==> src/rsb_map.svh <==
// constants for the reset strap and boot select block
`ifndef RSB_MAP_SVH
`define RSB_MAP_SVH
// boot source strap encodings
`define RSB_BOOT_HOST_NOPLL 2'h0
`define RSB_BOOT_I2C        2'h1
`define RSB_BOOT_HOST_PLL   2'h2
`define RSB_BOOT_RESERVED   2'h3
// host word and boot group
`define RSB_WORD_W          16
`define RSB_GROUP_WORDS     4
// reset values
`define RSB_RST_BOOT        2'h0
`define RSB_RST_FLAG        1'h0
`endif

==> src/rsb_pkg.sv <==
// types for the reset strap and boot select block
`include "rsb_map.svh"
package rsb_pkg;
   typedef enum logic [1:0] {RSB_SRC_HOST, RSB_SRC_I2C, RSB_SRC_NONE} rsb_src_t;
   typedef enum {RSB_ST_RESET, RSB_ST_ROM, RSB_ST_HOST, RSB_ST_I2C, RSB_ST_HALT} rsb_state_t;
endpackage : rsb_pkg

==> src/rsb_boot_ctrl.sv <==
// reset strap capture and boot path selection
//
// Overview of operation
// - straps captured once when power-on reset releases, then held.
// - code 00 host boot PLL off, 01 I2C boot, 11 reserved.
// - code 10 host boot with PLL enabled.
// - strobe polarity strap 0 active low, 1 active high.
// - width strap 0 gives 16-bit host port, 1 gives 8-bit.
// - PLL bypassed after power-on reset until software or a code 10 host boot enables it.
// - after power-on reset run internal boot ROM loader on bypassed clock first.
// - host boot uses no DMA and polled handshakes on both sides.
// - strobe style set by style strap with polarity, captured at release.
// - host straps only sampled at power-on release; hard reset keeps them.
// - host word bit 0 is the least significant bit.
// - I2C boot switches shared pins to their I2C function.
// - during I2C boot the device is bus master.
`timescale 1ns/1ps
`include "rsb_map.svh"
module rsb_boot_ctrl
   import rsb_pkg::*;
(
   input  wire logic        CLK,
   input  wire logic        RST,
   input  wire logic        POWER_ON_RESET_N,
   input  wire logic        HARD_RESET_N,
   input  wire logic [1:0]  BOOT_SOURCE_STRAP,
   input  wire logic        WATCHDOG_ENABLE_STRAP,
   input  wire logic        HOST_STROBE_POLARITY_STRAP,
   input  wire logic        HOST_STROBE_STYLE_STRAP,
   input  wire logic        HOST_BYTE_WIDTH_STRAP,
   input  wire logic        SW_PLL_ENABLE,
   input  wire logic        HOST_WORD_VALID,
   input  wire logic [15:0] HOST_WORD,
   output logic             WATCHDOG_ENABLE,
   output logic             HOST_STROBE_ACTIVE_HIGH,
   output logic             HOST_STROBE_STYLE,
   output logic             HOST_WIDTH_8BIT,
   output logic             PLL_ENABLE,
   output logic             PLL_BYPASS,
   output logic             ROM_BOOT_ACTIVE,
   output logic             HOST_BOOT_ACTIVE,
   output logic             HOST_DMA_ENABLE,
   output logic             HOST_IRQ_ENABLE,
   output logic [63:0]      HOST_GROUP,
   output logic             HOST_GROUP_VALID,
   output logic             I2C_PIN_SELECT,
   output logic             I2C_MASTER_MODE,
   output logic             BOOT_RESERVED
);
   import rsb_pkg::*;

   // =====================================================
   // strap capture
   logic [1:0] boot_reg;
   logic       wdog_reg;
   logic       pol_reg;
   logic       style_reg;
   logic       width_reg;
   logic       capture;
   logic       in_reset;
   assign in_reset = ~POWER_ON_RESET_N | ~HARD_RESET_N;

   rsb_strap_latch u_latch
   (
      .CLK       (CLK),
      .RST       (RST),
      .por_active(~POWER_ON_RESET_N),
      .boot_in   (BOOT_SOURCE_STRAP),
      .wdog_in   (WATCHDOG_ENABLE_STRAP),
      .pol_in    (HOST_STROBE_POLARITY_STRAP),
      .style_in  (HOST_STROBE_STYLE_STRAP),
      .width_in  (HOST_BYTE_WIDTH_STRAP),
      .boot_reg  (boot_reg),
      .wdog_reg  (wdog_reg),
      .pol_reg   (pol_reg),
      .style_reg (style_reg),
      .width_reg (width_reg),
      .capture   (capture)
   );

   assign WATCHDOG_ENABLE         = wdog_reg;
   assign HOST_STROBE_ACTIVE_HIGH = pol_reg;
   assign HOST_STROBE_STYLE       = style_reg;
   assign HOST_WIDTH_8BIT         = width_reg;

   // =====================================================
   // boot source decode
   function automatic rsb_src_t decode_src(input logic [1:0] code);
      case (code)
         `RSB_BOOT_HOST_NOPLL: decode_src = RSB_SRC_HOST;
         `RSB_BOOT_HOST_PLL:   decode_src = RSB_SRC_HOST;
         `RSB_BOOT_I2C:        decode_src = RSB_SRC_I2C;
         default:              decode_src = RSB_SRC_NONE;
      endcase
   endfunction : decode_src

   rsb_src_t src;
   assign src           = decode_src(boot_reg);
   assign BOOT_RESERVED = (src == RSB_SRC_NONE);

   // =====================================================
   // boot sequence
   rsb_state_t state_reg;
   rsb_state_t state_next;
   always_comb
   begin
      state_next = state_reg;
      case (state_reg)
         RSB_ST_RESET: if (!in_reset) state_next = RSB_ST_ROM;
         RSB_ST_ROM:
         begin
            case (decode_src(boot_reg))
               RSB_SRC_HOST: state_next = RSB_ST_HOST;
               RSB_SRC_I2C:  state_next = RSB_ST_I2C;
               default:      state_next = RSB_ST_HALT;
            endcase
         end
         RSB_ST_HOST: ;
         RSB_ST_I2C:  ;
         RSB_ST_HALT: ;
         default:     state_next = RSB_ST_RESET;
      endcase
      if (in_reset)
         state_next = RSB_ST_RESET;
   end
   always_ff @(posedge CLK or posedge RST)
      if (RST)
         state_reg <= RSB_ST_RESET;
      else
         state_reg <= state_next;

   assign ROM_BOOT_ACTIVE  = (state_reg == RSB_ST_ROM);
   assign HOST_BOOT_ACTIVE = (state_reg == RSB_ST_HOST);
   // polled, non-DMA host transfers throughout host boot
   assign HOST_DMA_ENABLE  = 1'b0;
   assign HOST_IRQ_ENABLE  = 1'b0;
   assign I2C_PIN_SELECT   = (state_reg == RSB_ST_I2C);
   assign I2C_MASTER_MODE  = (state_reg == RSB_ST_I2C);

   // =====================================================
   // pll control
   // power-on reset forces bypass; 10 straps enable it once host boot begins
   logic pll_en_reg;
   always_ff @(posedge CLK or posedge RST)
      if (RST)
         pll_en_reg <= 1'b0;
      else if (!POWER_ON_RESET_N)
         pll_en_reg <= 1'b0;
      else if (SW_PLL_ENABLE)
         pll_en_reg <= 1'b1;
      else if (state_reg == RSB_ST_HOST && boot_reg == `RSB_BOOT_HOST_PLL)
         pll_en_reg <= 1'b1;
   assign PLL_ENABLE = pll_en_reg;
   assign PLL_BYPASS = ~pll_en_reg;

   // =====================================================
   // host boot word grouping
   rsb_word_pack u_pack
   (
      .CLK            (CLK),
      .RST            (RST),
      .clear          (state_reg != RSB_ST_HOST),
      .word_valid     (HOST_WORD_VALID & (state_reg == RSB_ST_HOST)),
      .word_in        (HOST_WORD),
      .group_reg      (HOST_GROUP),
      .group_valid_reg(HOST_GROUP_VALID)
   );

   // =====================================================
   // checks
   property p_capture;
      @(posedge CLK) disable iff (RST)
      capture |=> (boot_reg == $past(BOOT_SOURCE_STRAP)) &&
                  (wdog_reg == $past(WATCHDOG_ENABLE_STRAP));
   endproperty
   a_capture: assert property (p_capture) else $error("straps not captured");
   property p_hold;
      @(posedge CLK) disable iff (RST)
      !capture |=> $stable(width_reg) && $stable(pol_reg) && $stable(style_reg);
   endproperty
   a_hold: assert property (p_hold) else $error("host straps changed");
   property p_i2c;
      @(posedge CLK) disable iff (RST)
      (state_reg == RSB_ST_ROM && boot_reg == `RSB_BOOT_I2C && !in_reset) |=> I2C_MASTER_MODE;
   endproperty
   a_i2c: assert property (p_i2c) else $error("i2c boot not entered");
   property p_host0;
      @(posedge CLK) disable iff (RST)
      (state_reg == RSB_ST_ROM && boot_reg == `RSB_BOOT_HOST_NOPLL && !in_reset)
         |=> HOST_BOOT_ACTIVE;
   endproperty
   a_host0: assert property (p_host0) else $error("host boot not entered");
   property p_pllon;
      @(posedge CLK) disable iff (RST)
      (HOST_BOOT_ACTIVE && boot_reg == `RSB_BOOT_HOST_PLL && POWER_ON_RESET_N) |=> PLL_ENABLE;
   endproperty
   a_pllon: assert property (p_pllon) else $error("pll not enabled");
   property p_bypass;
      @(posedge CLK) disable iff (RST)
      !POWER_ON_RESET_N |=> PLL_BYPASS;
   endproperty
   a_bypass: assert property (p_bypass) else $error("pll not bypassed");
   property p_rom;
      @(posedge CLK) disable iff (RST)
      (state_reg == RSB_ST_RESET && !in_reset) |=> ROM_BOOT_ACTIVE;
   endproperty
   a_rom: assert property (p_rom) else $error("rom stage skipped");
   property p_poll;
      @(posedge CLK) disable iff (RST)
      HOST_BOOT_ACTIVE |-> !HOST_DMA_ENABLE && !HOST_IRQ_ENABLE;
   endproperty
   a_poll: assert property (p_poll) else $error("host boot not polled");
   property p_wdog;
      @(posedge CLK) disable iff (RST)
      capture |=> WATCHDOG_ENABLE == $past(WATCHDOG_ENABLE_STRAP);
   endproperty
   a_wdog: assert property (p_wdog) else $error("watchdog strap wrong");
   property p_capture_host;
      @(posedge CLK) disable iff (RST)
      capture |=> (pol_reg == $past(HOST_STROBE_POLARITY_STRAP)) &&
                  (style_reg == $past(HOST_STROBE_STYLE_STRAP)) &&
                  (width_reg == $past(HOST_BYTE_WIDTH_STRAP));
   endproperty
   a_capture_host: assert property (p_capture_host) else $error("host straps not captured");
   // rst counts as power-on, so the edge right after it may still capture
   property p_hard;
      @(posedge CLK) disable iff (RST)
      (!HARD_RESET_N && POWER_ON_RESET_N && $past(POWER_ON_RESET_N) && !$past(RST))
         |-> !capture;
   endproperty
   a_hard: assert property (p_hard) else $error("hard reset recaptured straps");
   property p_host_pll;
      @(posedge CLK) disable iff (RST)
      (state_reg == RSB_ST_ROM && boot_reg == `RSB_BOOT_HOST_PLL && !in_reset)
         |=> HOST_BOOT_ACTIVE;
   endproperty
   a_host_pll: assert property (p_host_pll) else $error("pll host boot not entered");
   property p_halt;
      @(posedge CLK) disable iff (RST)
      (state_reg == RSB_ST_ROM && BOOT_RESERVED && !in_reset)
         |=> !HOST_BOOT_ACTIVE && !I2C_PIN_SELECT;
   endproperty
   a_halt: assert property (p_halt) else $error("reserved code started a boot");
   property p_reserved;
      @(posedge CLK) disable iff (RST)
      BOOT_RESERVED |-> !HOST_BOOT_ACTIVE && !I2C_PIN_SELECT;
   endproperty
   a_reserved: assert property (p_reserved) else $error("reserved code booting");
   property p_no_pll;
      @(posedge CLK) disable iff (RST)
      (HOST_BOOT_ACTIVE && boot_reg == `RSB_BOOT_HOST_NOPLL && !PLL_ENABLE && !SW_PLL_ENABLE)
         |=> !PLL_ENABLE;
   endproperty
   a_no_pll: assert property (p_no_pll) else $error("pll enabled on code 00");
   property p_pll_sticky;
      @(posedge CLK) disable iff (RST)
      PLL_ENABLE && POWER_ON_RESET_N |=> PLL_ENABLE;
   endproperty
   a_pll_sticky: assert property (p_pll_sticky) else $error("pll dropped without reset");
   property p_swpll;
      @(posedge CLK) disable iff (RST)
      SW_PLL_ENABLE && POWER_ON_RESET_N |=> PLL_ENABLE;
   endproperty
   a_swpll: assert property (p_swpll) else $error("software pll enable ignored");
   property p_rom_once;
      @(posedge CLK) disable iff (RST)
      ROM_BOOT_ACTIVE |=> !ROM_BOOT_ACTIVE;
   endproperty
   a_rom_once: assert property (p_rom_once) else $error("rom stage stuck");
   property p_reset_state;
      @(posedge CLK) disable iff (RST)
      in_reset |=> !ROM_BOOT_ACTIVE && !HOST_BOOT_ACTIVE && !I2C_PIN_SELECT;
   endproperty
   a_reset_state: assert property (p_reset_state) else $error("boot ran during reset");
   property p_host_stay;
      @(posedge CLK) disable iff (RST)
      HOST_BOOT_ACTIVE && !in_reset |=> HOST_BOOT_ACTIVE;
   endproperty
   a_host_stay: assert property (p_host_stay) else $error("host boot left early");
   property p_i2c_stay;
      @(posedge CLK) disable iff (RST)
      I2C_PIN_SELECT && !in_reset |=> I2C_PIN_SELECT;
   endproperty
   a_i2c_stay: assert property (p_i2c_stay) else $error("i2c pins released early");
   property p_last_word;
      @(posedge CLK) disable iff (RST)
      HOST_GROUP_VALID |-> HOST_GROUP[15:0] == $past(HOST_WORD);
   endproperty
   a_last_word: assert property (p_last_word) else $error("last word not in low bits");
   property p_pulse;
      @(posedge CLK) disable iff (RST)
      HOST_GROUP_VALID |=> !HOST_GROUP_VALID;
   endproperty
   a_pulse: assert property (p_pulse) else $error("group valid held too long");
   c_host: cover property (@(posedge CLK) disable iff (RST) HOST_GROUP_VALID);
   c_i2c: cover property (@(posedge CLK) disable iff (RST) I2C_PIN_SELECT);
   c_halt: cover property (@(posedge CLK) disable iff (RST) state_reg == RSB_ST_HALT);
   c_pll: cover property (@(posedge CLK) disable iff (RST) PLL_ENABLE);
   c_hard: cover property (@(posedge CLK) disable iff (RST) !HARD_RESET_N && POWER_ON_RESET_N);
endmodule : rsb_boot_ctrl

==> src/rsb_strap_latch.sv <==
// strap capture at power-on reset release
`timescale 1ns/1ps
module rsb_strap_latch
(
   input  wire logic       CLK,
   input  wire logic       RST,
   input  wire logic       por_active,
   input  wire logic [1:0] boot_in,
   input  wire logic       wdog_in,
   input  wire logic       pol_in,
   input  wire logic       style_in,
   input  wire logic       width_in,
   output logic      [1:0] boot_reg,
   output logic            wdog_reg,
   output logic            pol_reg,
   output logic            style_reg,
   output logic            width_reg,
   output logic            capture
);
   logic por_seen_reg;
   // capture on the clock edge where power-on reset drops; hard reset never reaches here
   assign capture = por_seen_reg & ~por_active;
   always_ff @(posedge CLK or posedge RST)
      if (RST)
         por_seen_reg <= 1'b1;
      else
         por_seen_reg <= por_active;
   always_ff @(posedge CLK or posedge RST)
      if (RST)
      begin
         boot_reg  <= `RSB_RST_BOOT;
         wdog_reg  <= `RSB_RST_FLAG;
         pol_reg   <= `RSB_RST_FLAG;
         style_reg <= `RSB_RST_FLAG;
         width_reg <= `RSB_RST_FLAG;
      end
      else if (capture)
      begin
         boot_reg  <= boot_in;
         wdog_reg  <= wdog_in;
         pol_reg   <= pol_in;
         style_reg <= style_in;
         width_reg <= width_in;
      end
endmodule : rsb_strap_latch

==> src/rsb_word_pack.sv <==
// packs four host words, most significant first, into one group
`timescale 1ns/1ps
module rsb_word_pack
(
   input  wire logic        CLK,
   input  wire logic        RST,
   input  wire logic        clear,
   input  wire logic        word_valid,
   input  wire logic [15:0] word_in,
   output logic      [63:0] group_reg,
   output logic             group_valid_reg
);
   logic [1:0] cnt_reg;
   always_ff @(posedge CLK or posedge RST)
      if (RST)
         cnt_reg <= 2'h0;
      else if (clear)
         cnt_reg <= 2'h0;
      else if (word_valid)
         cnt_reg <= cnt_reg + 2'h1;
   // shift left so the first word ends up in the top bits; bit 0 stays the lsb
   always_ff @(posedge CLK or posedge RST)
      if (RST)
         group_reg <= 64'h0;
      else if (word_valid)
         group_reg <= {group_reg[47:0], word_in};
   always_ff @(posedge CLK or posedge RST)
      if (RST)
         group_valid_reg <= 1'b0;
      else
         group_valid_reg <= word_valid & ~clear & (cnt_reg == 2'h3);
endmodule : rsb_word_pack

==> config.mk <==
export PLATFORM = sky130hd
export DESIGN_NAME = rsb_boot_ctrl
export DESIGN_NICKNAME = d
export VERILOG_FILES = /design/src/rsb_pkg.sv /design/src/rsb_boot_ctrl.sv /design/src/rsb_strap_latch.sv /design/src/rsb_word_pack.sv
export VERILOG_INCLUDE_DIRS = /design/src
export SDC_FILE = /design/constraint.sdc
export NUM_CORES = 1
export LEC_CHECK = 0
export CAP_MARGIN = 20
export CORE_UTILIZATION = 24
export DETAILED_ROUTE_END_ITERATION = 16
export DONT_BUFFER_PORTS = 1
export PLACE_DENSITY = 0.44
export SLEW_MARGIN = 20
export SYNTH_ARGS = -nofsm -noshare
export SYNTH_HDL_FRONTEND = slang
export SYNTH_SLANG_ARGS = --single-unit
==> constraint.sdc <==
create_clock -name CLK -period 4.4 [get_ports CLK]
set_input_delay 0.88 -clock CLK [delete_from_list [all_inputs] [get_ports CLK]]
set_output_delay 0.88 -clock CLK [all_outputs]
set_load 0.02 [all_outputs]
==> impl_metrics.json, run 1 <==
{
  "status": "completed",
  "slew_headroom_pct": 49.7,
  "drt_first_pass_iters": 4,
  "final_cell_mix": "dfrtp_1, mux2_4, mux2_2",
  "cts_root_buffer": "clkbuf_16",
  "clk_latency_ns": 0.34,
  "powerDensity_nw_per_um2": 553,
  "yosys_warnings": 0,
  "gr-usage-met1_pct": 10.8,
  "regToRegSetupSlack_ns": 2.25,
  "crit_slowest_cell": "or3b_2",
  "required_ns": 3.52,
  "final_hold_viol_count": 0,
  "gr-max-usage-layer": "met2",
  "fin_ws_ns": 2.00,
  "largest_reg_flops": 64,
  "crit_type": "register to output pin",
  "synth-seq-cells": 78,
  "dp_cells": 357,
  "critPathArrivalTime_ns": 1.52,
  "max_cap_viol_count": 0,
  "clkTransAtPathRegs_ns": 0.06,
  "htreeDepth": 3,
  "worstMarginPinSlew_ns": 0.755,
  "dieArea_um2": 13900,
  "yosysSeqAreaShare_pct": 60.6,
  "period_share_pct": 54.6,
  "place.port_buffers": 0,
  "post-dp-hpwl_mm": 3.96,
  "synth_cells": 190,
  "rows": 41,
  "drive_above_1_share_pct": 46.3,
  "place_congestion": 0.692,
  "viasPerCell": 4.13,
  "hold_class": "input port to asynchronous set/reset pin",
  "final_nets": 225,
  "min_period_ns": 2.40,
  "r2r_end": "u_pack.group_reg[44]",
  "wl_per_cell_um": 15.8,
  "synth_cell_types": 26,
  "rsz0062_at_grt": "no",
  "vias": 1539,
  "ant_nets": 0,
  "post-route-drc-count": 0,
  "area_delta_synth_final_pct": 13.3,
  "path_max_fanout": 7,
  "grt-ovfl-total": 0,
  "postCtsSetupRepairBufs": 0,
  "crit_path_start_kind": "register",
  "n_antenna_cell": 0,
  "cts_resized": 0,
  "die_h_um": 118,
  "skew_ns": 0.00487,
  "place_ws_ns": 1.93,
  "hold_buffers": 0,
  "final_max_slew_viol_count": 0,
  "r2r_cells": 3,
  "setup-violations-final": 0,
  "crit_family": "simple AND/OR/NAND/NOR gates",
  "netlist_area_um2": 3230,
  "antenna_found_initial": 0,
  "grt_pass1_vias": 1622,
  "end_kind": "output pin",
  "cts_tree": "yes",
  "gr-usage-all-layers_pct": 9.12,
  "initial_core_util_pct": 25.1,
  "reg2reg_from": "state_reg[0]",
  "grtUsageMet3_pct": 6.69,
  "avgSynthCellArea_um2": 17.0,
  "die_x_um": 118,
  "wirelength_mm": 5.90,
  "numCtsBuffers": 9,
  "p_leak_nw": 1.70,
  "worstPathCellList": "or3b_2 > inv_1",
  "tns_ns": 0,
  "drt_iter0_drc": 43,
  "fmax_mhz": 417,
  "final_common_cell": "dfrtp_1",
  "clock_path_buffers": 2,
  "critPathBufInv": 1,
  "use_met2_pct": 12.3,
  "grt_max_degree": 44,
  "coreArea_um2": 12900,
  "clkSinkCount": 78,
  "hold_ws_ns": 0.516,
  "slowest_delay_ns": 0.56,
  "ios": 106,
  "ir_worst_vdd_uv": 278,
  "instances_no_fill": 373,
  "grt_pass1_wl_mm": 9.49
}
-- layer usage --
layer	up-vias	routed length (um)
met2	78	2490
met3	8	717
met4	0	100
met1	783	2600
met5	-	0
li1	670	-
-- worst reg2reg max path: cells and delay by family, from the launching register on --
family | cells | cell delay (ns)
simple gates | 1 | 0.74
buf+inv | 1 | 0.46
flops | 1 | 0.45
mux | 1 | 0.39
-- through the flow --
step	util (%)	area, um^2	total power, W
final	28.4	3650	0.00202
after global routing	28.4	3650	0.00213
after CTS	28.4	3650	0.00207
after detailed placement	26.3	3380	0.00137
after global placement	26.3	3380	0.00136
after floorplan	-	3230	0.00130
-- where the power goes --
part,internal (W),switching (W)
clock network,0.000394,0.000281
registers,0.000845,0.000285
logic,0.000157,0.0000588
-- synthesized netlist by cell type --
master    instances  area share, %
buf_6             6            2.1
dfrtp_1          77             60
and4bb_1          1           0.39
nor2b_1           3           0.58
conb_1            1           0.12
o21ai_0           2           0.31
a211oi_1          2           0.47
mux2_2           21            7.3
nor3b_1           1           0.23
a21bo_2           1           0.31
ha_1              1           0.39
a21oi_1           1           0.16
nor2_1            2           0.23
buf_4             3           0.70
or3b_2            1           0.27
nand2b_1          2           0.39
inv_1             5           0.58
nand4b_1          1           0.27
and2_1            2           0.39
xnor2_1           1           0.27
mux2_4           49             23
nand3b_1          2           0.47
nand2_1           2           0.23
dfstp_2           1           0.81
buf_2             1           0.16
mux2i_1           1           0.31
-- kinds of logic (layout without fill, tap and decap cells) --
logic type / count (synthesis) / in the layout / share of synthesized area, %
compound gates: 6 / 6 / 1.24
other cells: 1 / 2 / 0.116
buf+inv: 15 / 25 / 3.53
simple gates: 17 / 17 / 3.45
flops: 78 / 78 / 60.6
mux: 71 / 71 / 30.5
xor+xnor: 1 / 1 / 0.272
fa+ha+maj: 1 / 1 / 0.388
-- layout make-up --
| class | instances | area, um^2 |
|---|---|---|
| fillers | 1317 | 9220 |
| flip-flops and latches | 78 | 1950 |
| multi-input cells | 98 | 1170 |
| clock buffers | 12 | 246 |
| well taps | 172 | 215 |
| repair buffers | 4 | 30.0 |
| clock inverters | 4 | 22.5 |
| inverters | 5 | 20.0 |
-- worst max-delay path by stage --
stage,to,depth (start not counted),start,slack [ns]
after global placement,u_pack.group_reg[44],3,HOST_WORD_VALID,1.94
after detailed placement,u_pack.group_reg[45],3,HOST_WORD_VALID,1.93
final,HOST_BOOT_ACTIVE,2,state_reg[2],2.00
after CTS,HOST_BOOT_ACTIVE,2,state_reg[2],1.97
after global routing,HOST_BOOT_ACTIVE,2,state_reg[2],1.92
after floorplan,PLL_ENABLE,1,RST,1.53
(Power assumes the default switching activity.)
==> run 2, diff against run 1 <==
--- a/config.mk
+++ b/config.mk
@@ -6,6 +6,7 @@
 export SDC_FILE = /design/constraint.sdc
 export NUM_CORES = 1
 export LEC_CHECK = 0
+export ABC_AREA = 1
 export CAP_MARGIN = 20
 export CORE_UTILIZATION = 24
 export DETAILED_ROUTE_END_ITERATION = 16
==> constraint.sdc (replaced) <==
create_clock -name CLK -period 2.5 [get_ports CLK]
set_input_delay 0.5 -clock CLK [delete_from_list [all_inputs] [get_ports CLK]]
set_output_delay 0.5 -clock CLK [all_outputs]
set_load 0.02 [all_outputs]
==> run 2 against run 1 <==
  * Power up 69%
  * Clock skew down 0.00094 ns
  * Via count up 38%
  * Cell count up 41%
  * Cell area down 3.8%
  * Wire length up 23%
  * Critical endpoint is now ROM_BOOT_ACTIVE
==> impl_metrics.json, run 2 <==
{
  "final_cell_mix": "nand2_1, dfrtp_1, inv_1",
  "final_nets": 378,
  "postCtsSetupRepairBufs": 0,
  "status": "completed",
  "synthArstFlopShare_pct": 100,
  "cts_resized": 0,
  "netlist_area_um2": 3080,
  "dieArea_um2": 13300,
  "ios": 106,
  "regToRegSetupSlack_ns": 0.91,
  "clk_latency_ns": 0.34,
  "clock_path_buffers": 2,
  "dpl_cell_area_um2": 3220,
  "final_max_slew_viol_count": 0,
  "final_common_cell": "nand2_1",
  "synth_ff_type": "dfrtp_1",
  "yosysTopAreaCell": "dfrtp_1",
  "coreArea_um2": 12600,
  "area_delta_synth_final_pct": 14.2,
  "crit_family": "simple AND/OR/NAND/NOR gates",
  "tns_ns": 0,
  "ir_worst_vdd_uv": 464,
  "drt_iter0_drc": 175,
  "die_h_um": 115,
  "min_period_ns": 1.93,
  "end_kind": "output pin",
  "powerDensity_nw_per_um2": 971,
  "hold_buffers": 0,
  "yosysMostFrequentCell": "nand2_1",
  "cts_root_buffer": "clkbuf_16",
  "largest_reg_flops": 64,
  "viasPerCell": 4.03,
  "grt_max_degree": 66,
  "synthTopCellsByArea": "dfrtp_1, nand2_1, buf_6",
  "wl_per_cell_um": 13.8,
  "finalInstanceArea_um2": 3510,
  "p_leak_nw": 1.93,
  "setup-violations-final": 0,
  "n_fill_cell": 1362,
  "yosysSeqAreaShare_pct": 63.5,
  "max_cap_viol_count": 0,
  "fmax_mhz": 518,
  "cp-startpoint": "state_reg[1]",
  "place_congestion": 0.719,
  "crit_slowest_cell": "nor3_1",
  "vias": 2120,
  "synth_cells": 351,
  "synth_edf_count": 0,
  "post-dp-hpwl_mm": 4.80,
  "initial_core_util_pct": 24.5,
  "r2r_cells": 6,
  "wirelength_mm": 7.25,
  "avgSynthCellArea_um2": 8.77,
  "rsz0062_at_grt": "no",
  "htreeDepth": 3,
  "antenna_found_initial": 0,
  "hold_class": "input port to asynchronous set/reset pin",
  "crit_type": "register to output pin",
  "synth_cell_types": 18,
  "final_util_pct": 28.0,
  "worstPathCellList": "nor3_1",
  "period_share_pct": 77.2,
  "yosys_warnings": 0,
  "setup.worst_path.end": "ROM_BOOT_ACTIVE",
  "numCtsBuffers": 9,
  "final_hold_viol_count": 0,
  "path_max_fanout": 7,
  "skew_ns": 0.00393,
  "grt_pass1_vias": 2158,
  "required_ns": 2.00,
  "reg2reg_from": "state_reg[2]",
  "critPathBufInv": 0,
  "grt-ovfl-total": 0,
  "cts_tree": "yes",
  "clkTransAtPathRegs_ns": 0.06,
  "critPathArrivalTime_ns": 1.43,
  "gr-usage-all-layers_pct": 12.2,
  "n_antenna_cell": 0,
  "finalPower_w": 0.00341,
  "post-synth-top-area-fraction_pct": 62.6,
  "r2r_end": "u_pack.group_reg[40]",
  "rows": 41,
  "clkSinkCount": 78,
  "multi_input_area_um2": 953,
  "place.port_buffers": 0,
  "crit_cells": 1,
  "synthTopCellsByCount": "nand2_1, dfrtp_1, inv_1",
  "die_x_um": 115,
  "grt_pass1_wl_mm": 11.8,
  "post-route-drc-count": 0,
  "drt_first_pass_iters": 4,
  "hold_ws_ns": 0.131,
  "worstMarginPinSlew_ns": 0.721,
  "register_area_um2": 1950,
  "synth-seq-cells": 78,
  "slew_headroom_pct": 51.5,
  "slowest_delay_ns": 0.63,
  "ant_nets": 0,
  "drive_above_1_share_pct": 6.21,
  "crit_path_start_kind": "register"
}
[run 2: changes by cell type in the layout (fill, tap and decap cells not counted), sizes merged, moves of 3 or more]
| cell | change |
|---|---|
| clkbuf | +4 |
| clkinv | -3 |
| inv | +7 |
| mux2 | -70 |
| nand2 | +215 |
| nand3 | +10 |
| nor2 | +7 |
| nor2b | -3 |
[run 2: cell families after synthesis]
group / after synthesis / synth area share [%]
AND/OR/NAND/NOR: 239 / 30.0
flip-flops: 78 / 63.5
buffers and inverters: 30 / 5.69
other: 1 / 0.122
AO/OA/AOI/OAI: 2 / 0.325
adder cells (fa/ha/maj): 1 / 0.406
[run 2: worst min path at each step]
stage                      startpoint  slack (ns)              endpoint
finish                            RST        0.13     u_latch.width_reg
CTS                               RST        0.16  u_pack.group_reg[58]
floorplan           u_pack.cnt_reg[1]        0.45     u_pack.cnt_reg[1]
detailed placement  u_pack.cnt_reg[1]        0.48     u_pack.cnt_reg[1]
global placement    u_pack.cnt_reg[1]        0.47     u_pack.cnt_reg[1]
global route                      RST        0.17  u_pack.group_reg[58]
[run 2: per-layer routing]
metal / track usage [%] / wire, um / up-vias / share of wire (%)
li1: - / - / 1051 / -
met1: 15.4 / 3310 / 993 / 46
met2: 17.1 / 3200 / 66 / 44
met3: 6.33 / 622 / 10 / 8.6
met4: 5.45 / 118 / 0 / 1.6
met5: 0 / 0 / - / 0
[run 2: final cells by class]
cell class	count	area share [%]
clock buffer	16	8.29
tap	172	6.12
inverter	12	1.32
timing repair buffer	4	1.57
multi-input combinational	244	27.1
sequential	78	55.6
[run 2: where the power goes]
group | leakage [nW] | switching [W] | internal, W
sequential | 1.04 | 0.000436 | 0.00145
combinational | 0.741 | 0.000146 | 0.0000928
clock | 0.143 | 0.000503 | 0.000783
total | 1.93 | 0.00108 | 0.00233
[run 2: through the flow]
step                      instances  setup slack [ns]
after CTS                       526             0.548
final                           526             0.570
after global routing            526             0.477
after global placement          510             0.922
after floorplan                 352           0.00662
after detailed placement        510             0.889
==> run 3, diff against run 2 <==
--- a/config.mk
+++ b/config.mk
@@ -6,12 +6,12 @@
 export SDC_FILE = /design/constraint.sdc
 export NUM_CORES = 1
 export LEC_CHECK = 0
-export ABC_AREA = 1
+export ABC_AREA = 0
 export CAP_MARGIN = 20
 export CORE_UTILIZATION = 24
 export DETAILED_ROUTE_END_ITERATION = 16
 export DONT_BUFFER_PORTS = 1
-export PLACE_DENSITY = 0.44
+export PLACE_DENSITY = 0.45
 export SLEW_MARGIN = 20
 export SYNTH_ARGS = -nofsm -noshare
 export SYNTH_HDL_FRONTEND = slang
==> constraint.sdc (replaced) <==
create_clock -name CLK -period 1.6 [get_ports CLK]
set_input_delay 0.32 -clock CLK [delete_from_list [all_inputs] [get_ports CLK]]
set_output_delay 0.32 -clock CLK [all_outputs]
set_load 0.02 [all_outputs]
==> run 3 against run 2 <==
  * The flow now finishes with violations (setup timing)
  * Core utilization is 2.0 points higher
  * Largest cell class unchanged
  * Power grew 76%
  * Cell count fell by 28%
  * Sequential power grew 64%
  * Critical path depth increased by 2
  * First-iteration DRC count decreased by 62%
  * Hold slack worse by 0.018 ns
  * Critical endpoint is now HOST_BOOT_ACTIVE
  * Setup slack worse by 0.60 ns
  * Clock power increased by 76%
==> impl_metrics.json, run 3 (synthesis gave the netlist of run 1 again) <==
{
  "status": "finished, violations left",
  "violations": "setup timing",
  "clock_path_buffers": 2,
  "place_ws_ns": 0.0963,
  "final_max_slew_viol_count": 0,
  "crit_family": "simple AND/OR/NAND/NOR gates",
  "slowest_delay_ns": 0.39,
  "largest_reg_flops": 64,
  "final_nets": 232,
  "dieArea_um2": 13900,
  "worstHoldEndpoint": "state_reg[2]",
  "period_share_pct": 102,
  "initial_core_util_pct": 25.1,
  "place.port_buffers": 0,
  "critPathBufInv": 2,
  "required_ns": 1.28,
  "vias": 1543,
  "worstPathCellList": "buf_6 > or3b_4 > inv_4",
  "use_met2_pct": 13.2,
  "clkSinkCount": 78,
  "min_period_ns": 1.63,
  "drive_above_1_share_pct": 49.5,
  "skew_ns": 0.00738,
  "final_common_cell": "dfrtp_1",
  "reg2reg_from": "state_reg[0]",
  "htreeDepth": 3,
  "grtUsageMet3_pct": 6.69,
  "gr-usage-met1_pct": 10.5,
  "numCtsBuffers": 9,
  "crit_type": "register to output pin",
  "path_max_fanout": 3,
  "grt-ovfl-total": 0,
  "gr-max-usage-layer": "met2",
  "coreArea_um2": 12900,
  "max_cap_viol_count": 0,
  "post-dp-hpwl_mm": 3.90,
  "r2r_end": "u_pack.group_reg[44]",
  "antenna_found_initial": 0,
  "tns_ns": -0.0302,
  "n_antenna_cell": 0,
  "die_x_um": 118,
  "post-route-drc-count": 0,
  "drt_iter0_drc": 66,
  "grt_pass1_wl_mm": 9.61,
  "rsz0062_at_grt": "yes",
  "cts_tree": "yes",
  "wl_per_cell_um": 15.7,
  "cp-startpoint": "state_reg[0]",
  "crit_slowest_cell": "or3b_4",
  "grt_max_degree": 79,
  "ant_nets": 0,
  "final_cell_mix": "dfrtp_1, mux2_4, mux2_2",
  "rows": 41,
  "hold_depth": 2,
  "critPathArrivalTime_ns": 1.31,
  "p_leak_nw": 1.78,
  "r2r_cells": 3,
  "grt_pass1_vias": 1595,
  "gr-usage-all-layers_pct": 9.23,
  "ir_worst_vdd_uv": 881,
  "fin_ws_ns": -0.0302,
  "final_hold_viol_count": 0,
  "cts_root_buffer": "clkbuf_16",
  "die_h_um": 118,
  "regToRegSetupSlack_ns": 0.09,
  "crit_path_start_kind": "register",
  "hold_class": "input port to register",
  "clkTransAtPathRegs_ns": 0.06,
  "ios": 106,
  "fmax_mhz": 613,
  "drt_first_pass_iters": 4,
  "place_congestion": 0.681,
  "hp-start": "HARD_RESET_N",
  "area_delta_synth_final_pct": 19.5,
  "clk_latency_ns": 0.34,
  "powerDensity_nw_per_um2": 1550,
  "viasPerCell": 4.06,
  "end_kind": "output pin",
  "wirelength_mm": 5.97,
  "setup-violations-final": 1
}
run 3: routing by layer:
layer | share of wire (%) | wire (um) | up-vias
li1 | - | - | 683
met1 | 42 | 2500 | 777
met2 | 45 | 2680 | 75
met3 | 12 | 721 | 8
met4 | 1.2 | 71 | 0
met5 | 0 | 0 | -
run 3: where the power goes:
part           internal, W  leakage, nW  switching (W)
registers          0.00232         1.03       0.000776
clock network      0.00149        0.166       0.000776
logic             0.000457        0.577       0.000169
run 3: stage by stage:
stage,utilization [%],area (um^2),power [W],hold WS [ns],cells
6_report,29.9,3850,0.00599,0.113,380
4_1_cts,29.9,3850,0.00613,0.0896,380
3_5_place_dp,26.9,3460,0.00377,0.349,361
3_3_place_gp,26.9,3460,0.00375,0.346,361
2_1_floorplan,-,3240,0.00358,0.346,191
5_1_grt,29.9,3850,0.00629,0.0910,380
run 3: worst reg2reg max path, delay by kind of cell, from the launching register on:
family | cells | cell delay (ns)
buffers and inverters | 1 | 0.26
DFF | 1 | 0.38
muxes | 1 | 0.38
and+or+nand+nor | 1 | 0.38
run 3: how the worst max path moves through the flow:
stage,to,cells past startpoint
finish,HOST_BOOT_ACTIVE,3
global route,HOST_BOOT_ACTIVE,3
CTS,HOST_BOOT_ACTIVE,3
detailed placement,u_pack.group_reg[33],3
global placement,u_pack.group_reg[32],3
floorplan,u_pack.group_reg[0],4
run 3: cell type report:
type	count	area (um^2)
flip-flops and latches	78	1950
multi-input cells	98	1190
fillers	1300	9020
clock buffers	13	270
clock inverters	3	65.1
inverters	5	25.0
well taps	172	215
repair buffers	11	136
run 3: timing repair:
action                     CTS  global route
setup endpoints to repair    2             4
pin swaps                    1             1
buffers inserted             1             0
hold endpoints to repair    78             0
hold buffers                 2             0
gates resized for setup      9             1
